[config.mk]
export PLATFORM = sky130hd
export DESIGN_NAME = stepper_phase_sequencer
export DESIGN_NICKNAME = d
export VERILOG_FILES = /design/src/core/stepper_pkg.sv /design/src/core/pin_sync_if.sv /design/src/core/pin_sync.sv /design/src/core/stepper_phase_sequencer.sv
export SDC_FILE = /design/constraint.sdc
export NUM_CORES = 1
export LEC_CHECK = 0
export ABC_AREA = 1
export ABC_CLOCK_PERIOD_IN_PS = 3400
export CAP_MARGIN = 20
export CORE_MARGIN = 8
export CORE_UTILIZATION = 63
export DETAILED_ROUTE_END_ITERATION = 10
export DONT_BUFFER_PORTS = 1
export PLACE_DENSITY = 0.85
export REMOVE_ABC_BUFFERS = 1
export SLEW_MARGIN = 0
export SYNTH_ARGS = -nofsm -noshare
export SYNTH_HDL_FRONTEND = slang
export SYNTH_SLANG_ARGS = --single-unit
[constraint.sdc]
create_clock -name clk_sys -period 3.4 [get_ports clk_sys]
set_input_delay 0.51 -clock clk_sys [delete_from_list [all_inputs] [get_ports clk_sys]]
set_output_delay 0.51 -clock clk_sys [all_outputs]
set_load 0.005 [all_outputs]
[src/core/stepper_pkg.sv]
// Function
// - advance only on step clock rising edge
// - mode low full-step, high half-step
// - direction low forward, high reverse
// - reset low holds sequencer, outputs off
// - enable low forces all outputs off
// - disabled sequencer keeps tracking step edges
// - after reset coil one fwd, two rev
// - mode change keeps current phase position
package stepper_pkg;
  // phase output bit positions in the coil word
  localparam int unsigned COIL_ONE_FWD = 0;
  localparam int unsigned COIL_TWO_FWD = 1;
  localparam int unsigned COIL_ONE_REV = 2;
  localparam int unsigned COIL_TWO_REV = 3;
  localparam int unsigned POS_W        = 3;
  localparam logic [2:0]  POS_RESET    = 3'h0;
  localparam logic [2:0]  POS_STEP_ONE = 3'h1;
  localparam logic [2:0]  POS_STEP_TWO = 3'h2;
  localparam logic [3:0]  COILS_OFF    = 4'h0;
  localparam int unsigned SYNC_STAGES  = 2;
  // controller-side timing, kept for reference by the checking side
  localparam int unsigned CLK_PERIOD_PS    = 5000;
  localparam int unsigned RESET_HOLD_NS    = 10000;
  localparam int unsigned DIR_SETUP_PS     = 6250000;
  localparam int unsigned MODE_SETUP_NS    = 5000;
  localparam int unsigned STEP_PULSE_NS    = 10000;
  localparam int unsigned STEP_PULSE_CYC   = (STEP_PULSE_NS * 1000) / CLK_PERIOD_PS;
  localparam int unsigned RESET_HOLD_CYC   = (RESET_HOLD_NS * 1000) / CLK_PERIOD_PS;
endpackage : stepper_pkg

[src/core/pin_sync_if.sv]
`timescale 1ns/1ps
`default_nettype none
// synchronised control levels passed from the pin stage to the sequencer
interface pin_sync_if;
  logic step_clock;
  logic half_step_mode;
  logic direction_select;
  logic reset_low_input;
  logic output_enable;
  modport sync (output step_clock, half_step_mode, direction_select,
                reset_low_input, output_enable);
  modport core (input step_clock, half_step_mode, direction_select,
                reset_low_input, output_enable);
endinterface : pin_sync_if
`default_nettype wire

[src/core/pin_sync.sv]
`timescale 1ns/1ps
`default_nettype none
// two-stage synchroniser for the five asynchronous control pins
module pin_sync #(
  parameter int unsigned WIDTH = 5
) (
  input  wire logic             clk_sys,
  input  wire logic             sys_rst,
  input  wire logic [WIDTH-1:0] pins_in,
  pin_sync_if.sync              sync_out
);
  import stepper_pkg::*;

  typedef struct packed {
    logic [WIDTH-1:0] meta;
    logic [WIDTH-1:0] stable;
  } sync_s;

  sync_s state_reg;
  sync_s state_next;

  // the interface carries exactly five levels
  if (WIDTH != 5) begin : g_width_check
    $error("pin_sync serves exactly five pins");
  end

  // first stage is read only by the second
  always_comb begin
    state_next        = state_reg;
    state_next.meta   = pins_in;
    state_next.stable = state_reg.meta;
  end

  // reset idles all five pins low, which leaves the active-low reset asserted
  always_ff @(posedge clk_sys) begin
    if (sys_rst) begin
      state_reg <= '0;
    end else begin
      state_reg <= state_next;
    end
  end

  assign sync_out.step_clock       = state_reg.stable[0];
  assign sync_out.half_step_mode   = state_reg.stable[1];
  assign sync_out.direction_select = state_reg.stable[2];
  assign sync_out.reset_low_input  = state_reg.stable[3];
  assign sync_out.output_enable    = state_reg.stable[4];
endmodule : pin_sync
`default_nettype wire

[src/core/stepper_phase_sequencer.sv]
`timescale 1ns/1ps
`default_nettype none
// phase sequencer: eight-position electrical cycle, full-step uses the
// even (two-coil) positions, half-step walks all eight
module stepper_phase_sequencer (
  input  wire logic                          clk_sys,
  input  wire logic                          sys_rst,
  input  wire logic                          step_clock,
  input  wire logic                          half_step_mode,
  input  wire logic                          direction_select,
  input  wire logic                          reset_low_input_n,
  input  wire logic                          output_enable,
  output var  logic [stepper_pkg::POS_W-1:0] phase_position,
  output var  logic                          coil_one_fwd,
  output var  logic                          coil_two_fwd,
  output var  logic                          coil_one_rev,
  output var  logic                          coil_two_rev
);
  import stepper_pkg::*;

  // the position tables below are written for an eight-step cycle
  if (POS_W != 3) begin : g_pos_width_check
    $error("sequencer tables need a three-bit position");
  end

  // the pin stage is built for exactly two flip-flops
  if (SYNC_STAGES != 2) begin : g_sync_depth_check
    $error("pin stage is built for two flip-flops");
  end

  // every phase output needs a bit inside the four-bit coil word
  if (COIL_ONE_FWD > 3 || COIL_TWO_FWD > 3 ||
      COIL_ONE_REV > 3 || COIL_TWO_REV > 3) begin : g_coil_bit_check
    $error("coil bit positions must fall inside the coil word");
  end

  // two phase outputs sharing a bit would be driven from one coil
  if (COIL_ONE_FWD == COIL_TWO_FWD || COIL_ONE_FWD == COIL_ONE_REV ||
      COIL_ONE_FWD == COIL_TWO_REV || COIL_TWO_FWD == COIL_ONE_REV ||
      COIL_TWO_FWD == COIL_TWO_REV || COIL_ONE_REV == COIL_TWO_REV) begin : g_coil_uniq_check
    $error("phase outputs need distinct coil bits");
  end

  // pin order on the synchroniser; the interface unpacks the same order
  logic [4:0] pin_word;
  assign pin_word[0] = step_clock;
  assign pin_word[1] = half_step_mode;
  assign pin_word[2] = direction_select;
  assign pin_word[3] = reset_low_input_n;
  assign pin_word[4] = output_enable;

  // synchronised levels, read by the sequencer only
  pin_sync_if pins ();

  // every pin passes two flip-flops before the sequencer reads it; this
  // costs two clocks of latency, far below the shortest step pulse
  pin_sync #(
    .WIDTH (5)
  ) u_pin_sync (
    .clk_sys  (clk_sys),
    .sys_rst  (sys_rst),
    .pins_in  (pin_word),
    .sync_out (pins)
  );

  typedef struct packed {
    logic             step_last;
    logic [POS_W-1:0] pos;
    logic [3:0]       coils;
  } seq_s;

  seq_s state_reg;
  seq_s state_next;

  // coil pattern for each of the eight positions
  // position 0: one-fwd + two-rev, then clockwise around the cycle
  function automatic logic [3:0] coil_map(input logic [POS_W-1:0] p);
    logic [3:0] c;
    c = COILS_OFF;
    case (p)
      3'h0: c = 4'h9;   // one_fwd + two_rev
      3'h1: c = 4'h1;   // one_fwd
      3'h2: c = 4'h3;   // one_fwd + two_fwd
      3'h3: c = 4'h2;   // two_fwd
      3'h4: c = 4'h6;   // two_fwd + one_rev
      3'h5: c = 4'h4;   // one_rev
      3'h6: c = 4'hC;   // one_rev + two_rev
      3'h7: c = 4'h8;   // two_rev
      default: c = COILS_OFF;
    endcase
    return c;
  endfunction

  // next position for one step, a table per mode and direction, so every
  // move, the wrap between seven and zero included, reads off directly;
  // mode and direction are looked at only here, at the step edge
  function automatic logic [POS_W-1:0] advance(input logic [POS_W-1:0] p,
                                               input logic half,
                                               input logic rev);
    logic [POS_W-1:0] n;
    n = p;
    case ({half, rev})
      // full-step forward: a pair moves two on; a lone coil, left over from
      // a half-step run, joins the next pair so the phase is kept
      2'b00: begin
        case (p)
          3'h0: n = 3'h2;
          3'h1: n = 3'h2;
          3'h2: n = 3'h4;
          3'h3: n = 3'h4;
          3'h4: n = 3'h6;
          3'h5: n = 3'h6;
          3'h6: n = 3'h0;
          3'h7: n = 3'h0;
          default: n = p;
        endcase
      end

      // full-step reverse: the same pairs in the opposite order; a lone
      // coil falls back onto the pair just behind it
      2'b01: begin
        case (p)
          3'h0: n = 3'h6;
          3'h1: n = 3'h0;
          3'h2: n = 3'h0;
          3'h3: n = 3'h2;
          3'h4: n = 3'h2;
          3'h5: n = 3'h4;
          3'h6: n = 3'h4;
          3'h7: n = 3'h6;
          default: n = p;
        endcase
      end

      // half-step forward: one position on, single and paired coils
      // taking turns
      2'b10: begin
        case (p)
          3'h0: n = 3'h1;
          3'h1: n = 3'h2;
          3'h2: n = 3'h3;
          3'h3: n = 3'h4;
          3'h4: n = 3'h5;
          3'h5: n = 3'h6;
          3'h6: n = 3'h7;
          3'h7: n = 3'h0;
          default: n = p;
        endcase
      end

      // half-step reverse: one position back
      2'b11: begin
        case (p)
          3'h0: n = 3'h7;
          3'h1: n = 3'h0;
          3'h2: n = 3'h1;
          3'h3: n = 3'h2;
          3'h4: n = 3'h3;
          3'h5: n = 3'h4;
          3'h6: n = 3'h5;
          3'h7: n = 3'h6;
          default: n = p;
        endcase
      end
      default: n = p;
    endcase
    return n;
  endfunction

  // the step edge and the position one step on, as named pieces
  logic             step_rise;
  logic [POS_W-1:0] pos_stepped;
  assign step_rise   = pins.step_clock && !state_reg.step_last;
  assign pos_stepped = advance(state_reg.pos, pins.half_step_mode,
                               pins.direction_select);

  // one update per clock; falling edges leave the position alone
  always_comb begin
    state_next = state_reg;
    if (!pins.reset_low_input) begin
      // held in reset, outputs off, position to start
      // the edge memory is held high, so a step clock already high when
      // the reset lets go is never taken as a rise
      state_next.step_last = 1'b1;
      state_next.pos       = POS_RESET;
      state_next.coils     = COILS_OFF;
    end else begin
      state_next.step_last = pins.step_clock;
      // act only on rising edges, even while disabled
      if (step_rise) begin
        state_next.pos = pos_stepped;
      end
      // enable gates outputs only, never the position
      if (pins.output_enable) begin
        state_next.coils = coil_map(state_next.pos);
      end else begin
        state_next.coils = COILS_OFF;
      end
    end
  end

  // no edge counted on the first cycle after reset: step_last starts high
  // so a step clock already high at release is not taken as a rise
  always_ff @(posedge clk_sys) begin
    if (sys_rst) begin
      state_reg.step_last <= 1'b1;
      state_reg.pos       <= POS_RESET;
      state_reg.coils     <= COILS_OFF;
    end else begin
      state_reg <= state_next;
    end
  end

  // outputs straight from the state register
  assign phase_position = state_reg.pos;
  assign coil_one_fwd   = state_reg.coils[COIL_ONE_FWD];
  assign coil_two_fwd   = state_reg.coils[COIL_TWO_FWD];
  assign coil_one_rev   = state_reg.coils[COIL_ONE_REV];
  assign coil_two_rev   = state_reg.coils[COIL_TWO_REV];
endmodule : stepper_phase_sequencer
`default_nettype wire

==> metrics.md <==
| Metric | Value |
|---|---|
| Status | `completed` |
| Worst-path cell with the longest stage delay | `dfxtp_1` |
| Hold Crit Endpoint | `u_pin_sync.sync_out.step_clock` |
| Rows | `14` |
| Critical path class | `flip-flop to flip-flop` |
| Worst-path fanout max | `6` |
| Worst R2R Start | `u_pin_sync.sync_out.half_step_mode` |
| Fin. Hold Viols | `0` |
| Nets | `131` |
| Global-route wire length before repair | `2550 um` |
| Crit path buf inv count | `1` |
| Ant. Diodes | `0` |
| Cts repair resizes | `0` |
| LEAKAGE | `0.488 nW` |
| WL/cell | `10.6 um` |
| Critical-path cell list | `nor2_1, nand2_1, nand2_2, nor2_4, nor2_4, nand2_1, ha_1, inv_1` |
| Achievable frequency | `701 MHz` |
| Reg area | `500 sq um` |
| Largest net degree at the start of global routing | `14` |
| Fill count | `129` |
| CP startpoint kind | `flip-flop` |
| Worst stage delay on the critical path | `0.36 ns` |
| Largest delay share family, worst path | `simple AND/OR/NAND/NOR gates` |
| Hold Path Stages | `1` |
| Core area | `1490 sq um` |
| Hold-fix buffers at CTS | `0` |
| GRT overflow | `0` |
| Initial core utilization | `66.2%` |
| Arrival time worst endpoint | `1.64 ns` |
| Tightest Pin Transition | `0.224 ns` |
| Post-route ant nets | `0` |
| Crit path time final | `1.43 ns` |
| Fraction of layout cells with a size suffix above 1 | `18.2%` |
| Total Wirelength | `1460 um` |
| Final setup fails | `0` |
| GRT Overall Usage | `9.87%` |
| Root Driver | `clkbuf_4` |
| Setup TNS | `0 ns` |
| H-tree levels | `1` |
| Critical path data required time | `3.61 ns` |
| CTS sink count | `25` |
| Skew final | `0.00466 ns` |
| PD cells | `434 nW/um^2` |
| DR DRC count | `0` |
| Crit. path cell count | `8` |
| Tot Pwr | `0.437 mW` |
| Vias in the first global route | `658` |
| Worst vdd ir | `0.333 mV` |
| DR vias | `665` |
| Worst R2R Path Depth | `8` |
| Post-synthesis sequential area ratio | `50.8%` |
| Initial antenna violation count | `0` |
| Period utilisation layout | `41.9%` |
| P&R area growth vs syn | `2.03%` |
| Max-slew violations | `0` |
| Worst-skew pair later-pin latency | `0.30 ns` |
| CP endpoint kind | `flip-flop` |
| Chip height | `55.6 um` |
| DR pass1 iterations | `4` |
| CTS tree | `built` |
| Count of cell types in the netlist | `17` |
| Vias per cell | `4.85` |
| Setup bufs post-CTS | `0` |
| HP Class | `input port to flip-flop` |
| I/O pin cnt | `14` |
| Mean area per synthesized cell | `8.15 sq um` |
| Num CTS Buffers | `3` |
| CTS Buffer Depth | `2` |
| Reg clk slew, reported paths | `0.12 ns` |
| R2r setup slk | `1.97 ns` |
| Post-synth design cell area | `986 sq um` |
| Die Wd | `55.6 um` |
| IO Port Bufs | `0` |
| Worst rel slew slack | `85.0%` |
| Area of the multi-input gates | `359 sq um` |
| Worst Hold Launch | `sys_rst` |
| Max-cap violations | `0` |
| Post-Synthesis Cells | `121` |
| RSZ-0062 raised after global routing | `no` |
| Post-DP HPWL | `1230 um` |
| DRC marker count from the first detailed-route iteration | `14` |
| Die area | `3090 sq um` |
| Register bit count reported by yosys | `25` |
| Synth warn | `0` |
| GP Congestion | `0.784` |
worst max path at each step:
stage                                       start         to  slack, ns
4_1_cts        u_pin_sync.sync_out.half_step_mode  flip-flop       1.96
3_3_place_gp   u_pin_sync.sync_out.half_step_mode  flip-flop       2.00
2_1_floorplan                             sys_rst  flip-flop       2.05
5_1_grt        u_pin_sync.sync_out.half_step_mode  flip-flop       1.86
3_5_place_dp                              sys_rst  flip-flop       1.95
6_report       u_pin_sync.sync_out.half_step_mode  flip-flop       1.97
power breakdown:
group / internal (mW) / switching (mW) / leakage (nW) / total [mW]
clock network: 0.0457 / 0.0763 / 0.0150 / 0.122
logic: 0.00477 / 0.00817 / 0.269 / 0.0129
registers: 0.299 / 0.00283 / 0.204 / 0.302
worst reg2reg max path: stages (launching register included):
cell     delay, ns
dfxtp_1       0.36
nor2_1        0.16
nand2_1       0.08
nand2_2       0.11
nor2_4        0.05
nor2_4        0.14
nand2_1       0.12
ha_1          0.29
inv_1         0.03
area by class of cell:
cell class	count	area share, %
clock buffer	4	2.61
inverter	26	9.95
multi-input combinational	66	35.7
sequential	25	49.8
tap	16	1.99
placed cells by master (no fill, tap or decap), drive strengths merged:
cell type,count
o21ai,3
o21bai,1
or2,1
nand3,5
inv,26
dfxtp,25
clkbuf,4
nand2,26
ha,2
nor2,28
synthesized netlist by cell type:
master	n	area, sq um
ha_1	2	25.0
o21ai_2	1	8.76
or2_2	1	6.26
o21ai_1	2	10.0
inv_1	23	86.3
inv_4	1	6.26
o21bai_4	1	18.8
nor2_2	3	18.8
inv_2	2	7.51
nor2_1	19	71.3
nor2_4	6	67.6
nand2_2	4	25.0
nand2_1	22	82.6
nand3_1	5	25.0
buf_4	3	22.5
dfxtp_1	25	500
clkbuf_1	1	3.75
cell families after synthesis:
group / Yosys count / synth area share (%)
adder cells (fa/ha/maj): 2 / 2.54
AO/OA/AOI/OAI: 4 / 3.81
flip-flops: 25 / 50.8
buffers and inverters: 30 / 12.8
AND/OR/NAND/NOR: 60 / 30.1
routing by layer:
metal / global-route usage (%) / up-vias / share of wire, %
met5: 0 / - / 0
met4: 5.28 / 0 / 2.0
met3: 3.88 / 4 / 4.4
met2: 17.5 / 16 / 50
met1: 9.51 / 295 / 43
li1: - / 350 / -
through the flow:
stage	cell area (sq um)	util, %	worst slack, ns	hold slack (ns)	std cells
final	1010	67.6	1.97	0.255	137
after detailed placement	980	65.8	1.95	0.401	133
after global placement	980	65.8	2.00	0.391	133
after global routing	1010	67.6	1.86	0.220	137
after floorplan	960	-	2.05	0.388	117
after CTS	1010	67.6	1.96	0.249	137
Note: power is estimated with default switching activity, not from simulation.
